## src/common/dio_pkg.sv

```systemverilog
package dio_pkg;
  localparam int DIO_NUM_IN = 4;
  localparam int DIO_NUM_OUT = 2;
  localparam int DIO_POS_W = 32;
  localparam int DIO_PARAM_W = 32;
  localparam int DIO_IN_MODE_W = 5;
  localparam int DIO_OUT_MODE_W = 5;

  localparam logic [DIO_IN_MODE_W-1:0] DIO_IN_MODE_SWITCH = 5'h16;
  localparam logic [DIO_IN_MODE_W-1:0] DIO_IN_MODE_ANALOG_SIGN = 5'h17;

  localparam logic [1:0] DIO_SRC_SERVICE = 2'h0;
  localparam logic [1:0] DIO_SRC_ANALOG = 2'h3;
  localparam logic [1:0] DIO_OPMODE_POSITION = 2'h2;

  localparam int DIO_RISE_LSB = 0;
  localparam int DIO_FALL_LSB = 8;
  localparam int DIO_CODE_W = 8;

  typedef enum logic [1:0] {
    DIO_FACTOR_ZERO,
    DIO_FACTOR_PLUS,
    DIO_FACTOR_MINUS
  } dio_factor_t;

  localparam logic [DIO_CODE_W-1:0] DIO_CODE_ZERO = 8'h00;
  localparam logic [DIO_CODE_W-1:0] DIO_CODE_PLUS = 8'h01;
  localparam logic [DIO_CODE_W-1:0] DIO_CODE_MINUS = 8'h02;
  localparam logic [DIO_CODE_W-1:0] DIO_CODE_EN_ZERO = 8'h03;
  localparam logic [DIO_CODE_W-1:0] DIO_CODE_EN_PLUS = 8'h04;
  localparam logic [DIO_CODE_W-1:0] DIO_CODE_EN_MINUS = 8'h05;
  localparam logic [DIO_CODE_W-1:0] DIO_CODE_DIS_ZERO = 8'h06;
  localparam logic [DIO_CODE_W-1:0] DIO_CODE_DIS_PLUS = 8'h07;
  localparam logic [DIO_CODE_W-1:0] DIO_CODE_DIS_MINUS = 8'h08;

  localparam logic [DIO_OUT_MODE_W-1:0] DIO_OM_USER = 5'h00;
  localparam logic [DIO_OUT_MODE_W-1:0] DIO_OM_MAINS = 5'h01;
  localparam logic [DIO_OUT_MODE_W-1:0] DIO_OM_SWLIMIT = 5'h02;
  localparam logic [DIO_OUT_MODE_W-1:0] DIO_OM_MOVE_DONE = 5'h03;
  localparam logic [DIO_OUT_MODE_W-1:0] DIO_OM_POS_ERR = 5'h04;
  localparam logic [DIO_OUT_MODE_W-1:0] DIO_OM_POS_GT = 5'h05;
  localparam logic [DIO_OUT_MODE_W-1:0] DIO_OM_POS_LT = 5'h06;
  localparam logic [DIO_OUT_MODE_W-1:0] DIO_OM_WARNING = 5'h07;
  localparam logic [DIO_OUT_MODE_W-1:0] DIO_OM_ENABLE = 5'h08;
  localparam logic [DIO_OUT_MODE_W-1:0] DIO_OM_BRAKE = 5'h0A;
  localparam logic [DIO_OUT_MODE_W-1:0] DIO_OM_FAULT = 5'h0B;
  localparam logic [DIO_OUT_MODE_W-1:0] DIO_OM_VEL_GT = 5'h0C;
  localparam logic [DIO_OUT_MODE_W-1:0] DIO_OM_VEL_LT = 5'h0D;
  localparam logic [DIO_OUT_MODE_W-1:0] DIO_OM_HOMED = 5'h0E;
  localparam logic [DIO_OUT_MODE_W-1:0] DIO_OM_PLS = 5'h0F;
endpackage

```

## src/common/dio_out_if.sv

```systemverilog
`timescale 1ns/1ps
interface dio_out_if;
  import dio_pkg::*;
  logic [DIO_OUT_MODE_W-1:0] mode;
  logic [DIO_PARAM_W-1:0] param;
  logic user_level;
  logic overload;
  logic fw_off;
  logic level;
  modport ctrl (output mode, output param, output user_level, output overload, output fw_off,
    input level);
  modport chan (input mode, input param, input user_level, input overload, input fw_off,
    output level);
endinterface

```

## src/design/dio_function_logic.sv

```systemverilog
`timescale 1ns/1ps
module dio_function_logic
  import dio_pkg::*;
#(
  parameter int NUM_IN = DIO_NUM_IN,
  parameter int NUM_OUT = DIO_NUM_OUT,
  parameter int POS_W = DIO_POS_W
) (
  input wire logic i_clk_sys,
  input wire logic i_sys_rst,
  input wire logic [NUM_IN-1:0] i_din,
  input wire logic [NUM_IN*DIO_IN_MODE_W-1:0] i_input_mode,
  input wire logic [NUM_IN*DIO_PARAM_W-1:0] i_input_function_param,
  input wire logic [1:0] i_base_command_source,
  input wire logic [1:0] i_base_operating_mode,
  input wire logic [NUM_OUT*DIO_OUT_MODE_W-1:0] i_output_mode,
  input wire logic [NUM_OUT*DIO_PARAM_W-1:0] i_output_function_param,
  input wire logic [NUM_OUT-1:0] i_user_level,
  input wire logic [NUM_OUT-1:0] i_overload,
  input wire logic [NUM_OUT-1:0] i_fw_off,
  input wire logic [POS_W-1:0] i_bus_voltage,
  input wire logic [POS_W-1:0] i_undervoltage_level,
  input wire logic [POS_W-1:0] i_overvoltage_level,
  input wire logic i_neg_limit_reached,
  input wire logic i_pos_limit_reached,
  input wire logic i_moving_neg,
  input wire logic i_moving_pos,
  input wire logic i_task_finished,
  input wire logic i_trajectory_zero,
  input wire logic i_next_task_pending,
  input wire logic signed [POS_W-1:0] i_position,
  input wire logic signed [POS_W-1:0] i_target_position,
  input wire logic [POS_W-1:0] i_target_position_window,
  input wire logic signed [POS_W-1:0] i_position_following_error,
  input wire logic i_drive_enabled,
  input wire logic i_warning,
  input wire logic i_brake_released,
  input wire logic i_fault,
  input wire logic signed [POS_W-1:0] i_velocity,
  input wire logic i_homed,
  input wire logic [DIO_PARAM_W-1:0] i_position_switch_flags,
  output logic [1:0] o_command_source_select,
  output logic [1:0] o_operating_mode_select,
  output dio_factor_t o_analog_factor,
  output logic o_software_enable_cmd,
  output logic o_software_disable_cmd,
  output logic [NUM_OUT-1:0] o_dout
);
  function automatic dio_factor_t code_factor(input logic [DIO_CODE_W-1:0] code);
    unique case (code)
      DIO_CODE_PLUS, DIO_CODE_EN_PLUS, DIO_CODE_DIS_PLUS: code_factor = DIO_FACTOR_PLUS;
      DIO_CODE_MINUS, DIO_CODE_EN_MINUS, DIO_CODE_DIS_MINUS: code_factor = DIO_FACTOR_MINUS;
      default: code_factor = DIO_FACTOR_ZERO;
    endcase
  endfunction

  function automatic logic code_valid(input logic [DIO_CODE_W-1:0] code);
    code_valid = code <= DIO_CODE_DIS_MINUS;
  endfunction

  function automatic logic [POS_W-1:0] abs_val(input logic signed [POS_W-1:0] v);
    abs_val = v[POS_W-1] ? POS_W'(-v) : POS_W'(v);
  endfunction

  logic [NUM_IN-1:0] din_prev;
  logic [NUM_IN-1:0] sw_active;
  logic [NUM_IN-1:0] sign_mode;
  logic [NUM_IN-1:0] rise;
  logic [NUM_IN-1:0] fall;
  logic [NUM_IN*DIO_CODE_W-1:0] edge_code;

  always_ff @(posedge i_clk_sys) begin
    if (i_sys_rst) begin
      din_prev <= '0;
    end else begin
      din_prev <= i_din;
    end
  end

  genvar gi;
  generate
    for (gi = 0; gi < NUM_IN; gi++) begin : g_in
      wire [DIO_IN_MODE_W-1:0] md = i_input_mode[gi*DIO_IN_MODE_W +: DIO_IN_MODE_W];
      wire [DIO_PARAM_W-1:0] pr = i_input_function_param[gi*DIO_PARAM_W +: DIO_PARAM_W];
      assign sw_active[gi] = (md == DIO_IN_MODE_SWITCH) && i_din[gi];
      assign sign_mode[gi] = md == DIO_IN_MODE_ANALOG_SIGN;
      assign rise[gi] = sign_mode[gi] && i_din[gi] && !din_prev[gi];
      assign fall[gi] = sign_mode[gi] && !i_din[gi] && din_prev[gi];
      assign edge_code[gi*DIO_CODE_W +: DIO_CODE_W] = rise[gi] ?
        pr[DIO_RISE_LSB +: DIO_CODE_W] : pr[DIO_FALL_LSB +: DIO_CODE_W];
    end
  endgenerate

  logic [DIO_PARAM_W-1:0] sw_param;
  logic sw_any;
  logic [DIO_CODE_W-1:0] sel_code;
  logic sel_edge;
  always_comb begin
    sw_param = '0;
    sw_any = 1'b0;
    sel_code = '0;
    sel_edge = 1'b0;
    for (int k = NUM_IN - 1; k >= 0; k--) begin
      if (sw_active[k]) begin
        sw_any = 1'b1;
        sw_param = i_input_function_param[k*DIO_PARAM_W +: DIO_PARAM_W];
      end
      if (rise[k] || fall[k]) begin
        sel_edge = 1'b1;
        sel_code = edge_code[k*DIO_CODE_W +: DIO_CODE_W];
      end
    end
  end

  // Switch parameter holds source in tens digit and opmode in units digit.
  wire [DIO_PARAM_W-1:0] sw_tens = sw_param / 10;
  wire [DIO_PARAM_W-1:0] sw_units = sw_param % 10;
  wire [1:0] next_command_source_select = sw_any ? sw_tens[1:0]
    : i_base_command_source;
  wire [1:0] next_operating_mode_select = sw_any ? sw_units[1:0]
    : i_base_operating_mode;

  wire analog_src = o_command_source_select == DIO_SRC_ANALOG;
  wire apply_edge = sel_edge && analog_src && code_valid(sel_code);
  wire en_code = sel_code >= DIO_CODE_EN_ZERO && sel_code <= DIO_CODE_EN_MINUS;
  wire dis_code = sel_code >= DIO_CODE_DIS_ZERO && sel_code <= DIO_CODE_DIS_MINUS;

  always_ff @(posedge i_clk_sys) begin
    if (i_sys_rst) begin
      o_command_source_select <= DIO_SRC_SERVICE;
      o_operating_mode_select <= '0;
    end else begin
      o_command_source_select <= next_command_source_select;
      o_operating_mode_select <= next_operating_mode_select;
    end
  end

  always_ff @(posedge i_clk_sys) begin
    if (i_sys_rst) begin
      o_analog_factor <= DIO_FACTOR_PLUS;
      o_software_enable_cmd <= 1'b0;
      o_software_disable_cmd <= 1'b0;
    end else begin
      if (apply_edge) begin
        o_analog_factor <= code_factor(sel_code);
      end
      o_software_enable_cmd <= apply_edge && en_code;
      o_software_disable_cmd <= apply_edge && dis_code;
    end
  end

  wire bus_ok = i_bus_voltage > i_undervoltage_level
    && i_bus_voltage < i_overvoltage_level;
  wire swlim_hit = (i_neg_limit_reached && i_moving_neg)
    || (i_pos_limit_reached && i_moving_pos);
  // One extra bit keeps the position difference from wrapping at the range ends.
  wire signed [POS_W:0] pos_delta = (POS_W+1)'(i_position) - (POS_W+1)'(i_target_position);
  wire [POS_W:0] delta_abs = pos_delta[POS_W] ? (POS_W+1)'(-pos_delta) : pos_delta;
  wire move_done = i_task_finished && i_trajectory_zero && !i_next_task_pending
    && delta_abs <= {1'b0, i_target_position_window};
  wire homing_mode_ok = o_operating_mode_select == DIO_OPMODE_POSITION
    && o_command_source_select == DIO_SRC_SERVICE;
  wire [POS_W-1:0] abs_err = abs_val(i_position_following_error);
  wire [POS_W-1:0] abs_vel = abs_val(i_velocity);

  generate
    for (gi = 0; gi < NUM_OUT; gi++) begin : g_out
      dio_out_if port_if ();
      assign port_if.mode = i_output_mode[gi*DIO_OUT_MODE_W +: DIO_OUT_MODE_W];
      assign port_if.param = i_output_function_param[gi*DIO_PARAM_W +: DIO_PARAM_W];
      assign port_if.user_level = i_user_level[gi];
      assign port_if.overload = i_overload[gi];
      assign port_if.fw_off = i_fw_off[gi];
      assign o_dout[gi] = port_if.level;
      dio_out_chan u_chan (
        .i_clk_sys(i_clk_sys),
        .i_sys_rst(i_sys_rst),
        .i_bus_ok(bus_ok),
        .i_swlim_hit(swlim_hit),
        .i_move_done(move_done),
        .i_drive_enabled(i_drive_enabled),
        .i_abs_pos_err(abs_err),
        .i_position(i_position),
        .i_warning(i_warning),
        .i_brake_released(i_brake_released),
        .i_fault(i_fault),
        .i_abs_velocity(abs_vel),
        .i_homed(i_homed),
        .i_homing_mode_ok(homing_mode_ok),
        .i_position_switch_flags(i_position_switch_flags),
        .ch(port_if.chan)
      );
    end
  endgenerate
endmodule // dio_function_logic

```

## src/design/dio_out_chan.sv

```systemverilog
`timescale 1ns/1ps
module dio_out_chan
  import dio_pkg::*;
(
  input wire logic i_clk_sys,
  input wire logic i_sys_rst,
  input wire logic i_bus_ok,
  input wire logic i_swlim_hit,
  input wire logic i_move_done,
  input wire logic i_drive_enabled,
  input wire logic [DIO_POS_W-1:0] i_abs_pos_err,
  input wire logic signed [DIO_POS_W-1:0] i_position,
  input wire logic i_warning,
  input wire logic i_brake_released,
  input wire logic i_fault,
  input wire logic [DIO_POS_W-1:0] i_abs_velocity,
  input wire logic i_homed,
  input wire logic i_homing_mode_ok,
  input wire logic [DIO_PARAM_W-1:0] i_position_switch_flags,
  dio_out_if.chan ch
);
  logic tripped;
  logic func;
  wire signed [DIO_POS_W-1:0] param_s = ch.param;
  always_comb begin
    unique case (ch.mode)
      DIO_OM_USER: func = ch.user_level;
      DIO_OM_MAINS: func = i_bus_ok;
      DIO_OM_SWLIMIT: func = i_swlim_hit;
      DIO_OM_MOVE_DONE: func = i_move_done;
      DIO_OM_POS_ERR: func = i_drive_enabled && (i_abs_pos_err < ch.param);
      DIO_OM_POS_GT: func = i_position > param_s;
      DIO_OM_POS_LT: func = i_position < param_s;
      DIO_OM_WARNING: func = i_warning;
      DIO_OM_ENABLE: func = i_drive_enabled;
      DIO_OM_BRAKE: func = i_brake_released;
      DIO_OM_FAULT: func = i_fault;
      DIO_OM_VEL_GT: func = i_abs_velocity > ch.param;
      DIO_OM_VEL_LT: func = i_abs_velocity < ch.param;
      DIO_OM_HOMED: func = i_homed && i_homing_mode_ok;
      DIO_OM_PLS: func = |(i_position_switch_flags & ch.param);
      default: func = 1'b0;
    endcase
  end
  wire release_trip = ch.fw_off && !ch.overload;
  always_ff @(posedge i_clk_sys) begin
    if (i_sys_rst) begin
      tripped <= 1'b0;
    end else if (ch.overload) begin
      tripped <= 1'b1;
    end else if (release_trip) begin
      tripped <= 1'b0;
    end
  end
  always_ff @(posedge i_clk_sys) begin
    if (i_sys_rst) begin
      ch.level <= 1'b0;
    end else begin
      ch.level <= func && !tripped && !ch.overload && !ch.fw_off;
    end
  end
endmodule // dio_out_chan

```

## config.mk

```make
export PLATFORM = sky130hd
export DESIGN_NAME = dio_function_logic
export DESIGN_NICKNAME = d
export VERILOG_FILES = /design/src/common/dio_pkg.sv /design/src/common/dio_out_if.sv /design/src/design/dio_function_logic.sv /design/src/design/dio_out_chan.sv
export SDC_FILE = /design/constraint.sdc
export NUM_CORES = 1
export LEC_CHECK = 0
export ABC_AREA = 1
export ABC_CLOCK_PERIOD_IN_PS = 21300
export BUFFER_PORTS_ARGS = -buffer_cell sky130_fd_sc_hd__buf_2
export CAP_MARGIN = 20
export CORE_MARGIN = 4
export CORE_UTILIZATION = 30
export CTS_BUF_LIST = sky130_fd_sc_hd__clkbuf_8
export CTS_CLUSTER_DIAMETER = 100
export DETAILED_ROUTE_END_ITERATION = 10
export GPL_ROUTABILITY_DRIVEN = 0
export HOLD_SLACK_MARGIN = 0.06
export PLACE_DENSITY_LB_ADDON = 0.2
export SLEW_MARGIN = 10
export SYNTH_ARGS = -nofsm -noshare
export SYNTH_HDL_FRONTEND = slang
export SYNTH_SLANG_ARGS = --single-unit
```

## constraint.sdc

```tcl
create_clock -name i_clk_sys -period 21.3 [get_ports i_clk_sys]
set_input_delay 4.26 -clock i_clk_sys [delete_from_list [all_inputs] [get_ports i_clk_sys]]
set_output_delay 4.26 -clock i_clk_sys [all_outputs]
set_load 0.1 [all_outputs]
```

# Word-level counts from Yosys, hierarchy flattened
# Index checks and enable logic that the tools add are counted.
classes:
  n_addsub: 4
  n_div: 2
  order_cmp: 17
  eq_ne: 44
  mux: 32
  bitwise: 2
  reduce_logical: 73
op_table:
  columns: ["cell", "n"]
  rows:
  - ["less-than comparator 32 bit", 7]
  - ["2-to-1 mux 32 bit", 6]
  - ["> comparator 32 bit", 5]
  - ["equality test 5 x 4 -> 1 bit, second input constant", 14]
  - ["bitwise AND 32 bit", 2]
  - ["2-to-1 mux 8 bit", 8]
  - ["negator 32 bit", 2]
  - ["OR reduction 32 bit", 2]
  - ["logical AND 1 bit", 44]
  - ["equality test 5 x 3 -> 1 bit, second input constant", 8]
  - ["equality test 5 bit, second input constant", 8]
  - ["less-or-equal comparator 33 x 32 -> 1 bit", 1]
  - ["2-to-1 mux 33 bit", 1]
  - ["negator 33 bit", 1]
  - ["subtractor 32 x 32 -> 33 bit", 1]
  - ["divider 32 x 4 -> 32 bit, second input constant", 1]
  - ["remainder unit 32 x 4 -> 32 bit, second input constant", 1]
  - ["case mux 1 bit (15 select lines)", 2]
  - ["equality test 8 x 3 -> 1 bit, second input constant", 3]
  - ["equality test 5 x 2 -> 1 bit, second input constant", 4]
  - ["logical NOT 1 bit", 15]
  - ["2-to-1 mux 1 bit", 12]
  - ["equality test 5 x 1 -> 1 bit, second input constant", 2]
  - ["logical NOT 5 bit", 2]
  - ["other kinds (14)", 22]
word_totals:
  register_bits: 16
  output_inout_bits: 10

# Logic depth before layout (Yosys ltp)
logic_depth:
  depth_word: 11
  depth_mapped: 143
  mapped_depth_nobuf: 143

# Hierarchy
# A second synthesis with hierarchy kept.
unflattened:
  cells_unflattened: 2866
  area_unflattened_um2: 16692.3
by_module_without_submodules:
  columns: ["mod", "n_inst", "cells_each", "area_per_inst_um2", "seq_area_each_um2"]
  rows:
  - ["dio_function_logic", 1, 1924, 11046.8, 240.2]
  - ["dio_out_chan", 2, 471, 2822.7, 40.0]

# Worst setup path before layout
# No wires, ideal clock.
synth_timing:
  path_kind: "input-to-reg"
  start: "input i_input_mode[2]"
  end: "register o_command_source_select[0]"
  setup_time_ns: 0.113
  t_arrival_ns: 14.189
  slack_ns: 6.998
  cell_stages: 126
  path_buffers: 0
  path_cell_list: "inv_1 > nor2_2 > nand3_4 > nand2_4 > inv_4 > nand2_1 > nand2_1 > inv_2 > nand2_2 > nand3_2 > nand3_2 > nand2_2 > nand2_2 > nand2_2 > nand3_2 > nand2_4 > nand2_2 > nand2_2 > [... 90 more ...] > nand2_1 > nand2_2 > inv_2 > nand2_4 > nand2_4 > nand2_1 > nand2_2 > ha_1 > nand2_1 > inv_1 > nand3_1 > nand4_1 > nand3_1 > nand2_1 > nor2_2 > nand2_1 > o21ai_1 > inv_1"
synth_between:
  elab_chain_cells: 5
synth_rtl:
  columns: ["element", "line_no", "text"]
  rows:
  - ["from (decl)", "dio_function_logic.sv:12", "input wire logic [NUM_IN*DIO_IN_MODE_W-1:0] i_input_mode,"]
  - ["equality test 5 bit (*)", "dio_function_logic.sv:85", "assign sw_active[gi] = (md == DIO_IN_MODE_SWITCH) && i_din[gi];"]
  - ["logical AND 1 bit (*)", "dio_function_logic.sv:85", null]
  - ["2-to-1 mux 32 bit", "dio_function_logic.sv:104", "if (sw_active[k]) begin"]
  - ["divider 32 x 4 -> 32 bit", "dio_function_logic.sv:116", "wire [DIO_PARAM_W-1:0] sw_tens = sw_param / 10;"]
  - ["2-to-1 mux 2 bit (*)", "dio_function_logic.sv:118", "wire [1:0] next_command_source_select = sw_any ? sw_tens[1:0]"]
  - ["to (signal assigned)", "dio_function_logic.sv:133", "o_command_source_select <= next_command_source_select;"]
  - ["to (decl)", "dio_function_logic.sv:42", "output logic [1:0] o_command_source_select,"]
# Mark *: on every way between the ends. The rest lies on a longest branch, timed or not.
# A chain may end at the register's enable or synchronous reset.

# Worst setup path after layout
layout_timing:
  start: "input i_din[2]"
  end: "register o_command_source_select[0]"
layout_between:
  elab_chain_cells: 6
layout_rtl:
  columns: ["element", "line_no", "text"]
  rows:
  - ["from (decl)", "dio_function_logic.sv:11", "input wire logic [NUM_IN-1:0] i_din,"]
  - ["logical AND 1 bit (*)", "dio_function_logic.sv:85", null]
  - ["2-to-1 mux 32 bit (3 in series)", "dio_function_logic.sv:104", null]
  - ["divider 32 x 4 -> 32 bit", "dio_function_logic.sv:116", null]
  - ["2-to-1 mux 2 bit (*)", "dio_function_logic.sv:118", null]
# Marks and branches as above.

==> flow_metrics.env <==
export IMPL_postCtsSetupBuffers=0
export IMPL_cts_buffer_depth=2
export IMPL_cp_arrival_ns=16.97
export IMPL_tns_ns=0
export IMPL_die_y_um=238
export IMPL_multi_input_area_mm2=0.0134
export IMPL_startpoint_type="input port"
export IMPL_grt_start_max_net_pins=39
export IMPL_hold_viol_final=0
export IMPL_ios=548
export IMPL_required_ns=21.47
export IMPL_synth_area_mm2=0.0158
export IMPL_preCtsSetupSlack_ns=4.28
export IMPL_synthArstFlopShare=0
export IMPL_detail_route_antenna_nets=0
export IMPL_worstSkewPairLatency_ns=0.28
export IMPL_syn_avg_cell_area_um2=5.91
export IMPL_slew_headroom=0.184
export IMPL_cp_common_cell="nand2_1"
export IMPL_antenna_found_initial=24
export IMPL_vias_per_cell=4.90
export IMPL_cts_hold_buf=0
export IMPL_hold_path_class="register to register"
export IMPL_yosys_top_cells_count="nand2_1, inv_1, ha_1"
export IMPL_fin_cells=3908
export IMPL_crit_start="i_din[2]"
export IMPL_clkTransAtPathRegs_ns=0.07
export IMPL_report_final_setup_viol=0
export IMPL_synth_most_common_cell="nand2_1"
export IMPL_period_minus_slack_ns=16.81
export IMPL_wl_per_cell_um=17.2
export IMPL_grt_pass1_vias=18483
export IMPL_cp_end_kind="register"
export IMPL_rsz0062_at_grt="no"
export IMPL_max_stage_delay_ns=0.73
export IMPL_synth_nets=3541
export IMPL_min_period_over_period=0.789
export IMPL_cts_sinks=16
export IMPL_ys_types=68
export IMPL_grt_total_usage=0.222
export IMPL_numCtsBuffers=3
export IMPL_dieWidth_um=238
export IMPL_vias=19160
export IMPL_post_cts_resized=0
export IMPL_yosys_warnings=0
export IMPL_crit_path_top_delay_cell="inv_2"
export IMPL_fillerInstances=5849
export IMPL_yosysTopAreaCell="ha_1"
export IMPL_rows=83
export IMPL_io_buffer_count=547
export IMPL_seqCellArea_um2=320
export IMPL_reg2reg_from="din_prev[1]$_SDFF_PP0_"
export IMPL_area_delta_synth_final_pct=22.8
export IMPL_ys_flop_type="dfxtp_1"
export IMPL_synth_top_area_frac=0.254
export IMPL_finClkSkew_ns=0.0212
export IMPL_cp_max_fo=38
export IMPL_outcome="finished, final reports clean"
export IMPL_ys_ff_latch=16
export IMPL_core_area_mm2=0.0518
export IMPL_clockRootBuffer="clkbuf_8"
export IMPL_initial_utilization=0.306
export IMPL_tritoncts="yes"
export IMPL_firstDrtPassIters=5
export IMPL_setup_ws_ns=4.49
export IMPL_path_class="input port to register"
export IMPL_overflow=0
export IMPL_maxCapViolCount=0
export IMPL_seq_area_frac_synth=0.0202
export IMPL_finalMaxSlewViolations=0
export IMPL_route_detailed_drc=0
export IMPL_worst_pin_slew_ns=1.22
export IMPL_die_area_mm2=0.0565
export IMPL_grt_pass1_wl_um=100000
export IMPL_synth_edf_count=0
export IMPL_num_nets_final=4074
export IMPL_yosys_top_cells_area="ha_1, nand2_1, inv_1"
export IMPL_place_hpwl_um=61700
export IMPL_drt_iter0_markers=1091
export IMPL_drive_gt1_frac=0.215
export IMPL_cts_max_level=1
export IMPL_drt_total_wl_um=67200
export IMPL_dp_cells=3887
export IMPL_syn_inst=2680
export IMPL_max_freq_ghz=0.0595
export IMPL_hold_start="g_out[0].u_chan.tripped$_SDFFE_PP0P_"
==> final timing paths <==
kind	end	cells after the start	slack, ns
max reg2reg	o_analog_factor[1]$_SDFFE_PP0P_	13	17.65
max	o_command_source_select[0]$_SDFF_PP0_	125	4.49
min	g_out[0].u_chan.tripped$_SDFFE_PP0P_	2	0.49
min reg2reg	g_out[0].u_chan.tripped$_SDFFE_PP0P_	2	0.49
==> worst max-delay path, delay by kind of cell <==
kind / cells / cell delay [ns]
fa+ha+maj: 1 / 0.22
simple gates: 112 / 10.87
buf+inv: 10 / 1.33
compound gates: 2 / 0.28
==> area by class of cell <==
cell class | count | share of cell area
Sequential cell | 16 | 0.0165
Inverter | 525 | 0.102
Clock buffer | 4 | 0.00283
Timing Repair Buffer | 551 | 0.142
Multi-Input combinational cell | 2116 | 0.691
Tap cell | 680 | 0.0438
Antenna cell | 16 | 0.00206
==> state kept, by name, indices dropped and copies added, names as in the netlist <==
signal / count
o_software_enable_cmd: 1
din_prev: 4
g_out.u_chan.ch.level: 2
o_operating_mode_select: 2
o_command_source_select: 2
o_analog_factor: 2
g_out.u_chan.tripped: 2
o_software_disable_cmd: 1
==> cell families (layout without fill, tap and decap cells) <==
| kind of cell | Yosys count | after routing | share of synthesized area |
|---|---|---|---|
| other | 0 | 16 | 0 |
| AOI/OAI and AO/OA | 482 | 482 | 0.186 |
| xor gates and xnor gates | 122 | 122 | 0.0675 |
| DFF | 16 | 16 | 0.0202 |
| buffers and inverters | 548 | 1080 | 0.131 |
| adders and majority gates | 323 | 323 | 0.256 |
| and+or+nand+nor | 1189 | 1189 | 0.339 |
==> cell usage in the layout (no fill, tap or decap), types with 45 or more instances in the layout <==
cell / instances
a21oi_1: 188
buf_2: 548
ha_1: 322
inv_1: 487
nand2_1: 611
nand2_2: 52
nand3_1: 181
nor2_1: 163
nor3_1: 58
o21ai_0: 102
xnor2_1: 45
xor2_1: 77
==> layer usage <==
metal / global-route usage / up-vias / part of all wire
met5: 0 / - / 0.0019
met4: 0.0541 / 22 / 0.026
met3: 0.0426 / 96 / 0.076
met2: 0.374 / 616 / 0.45
met1: 0.294 / 8361 / 0.45
li1: - / 10065 / -
==> stage by stage <==
stage,utilization,area [µm²],hold WS (ns)
global placement,0.373,19300,0.470
CTS,0.374,19400,0.491
floorplan,-,15800,0.439
finish,0.375,19400,0.485
detailed placement,0.373,19300,0.479
global route,0.375,19400,0.517
Power is not shown: default switching activity piles up to over one toggle a cycle in this logic, so the estimate is an artifact.
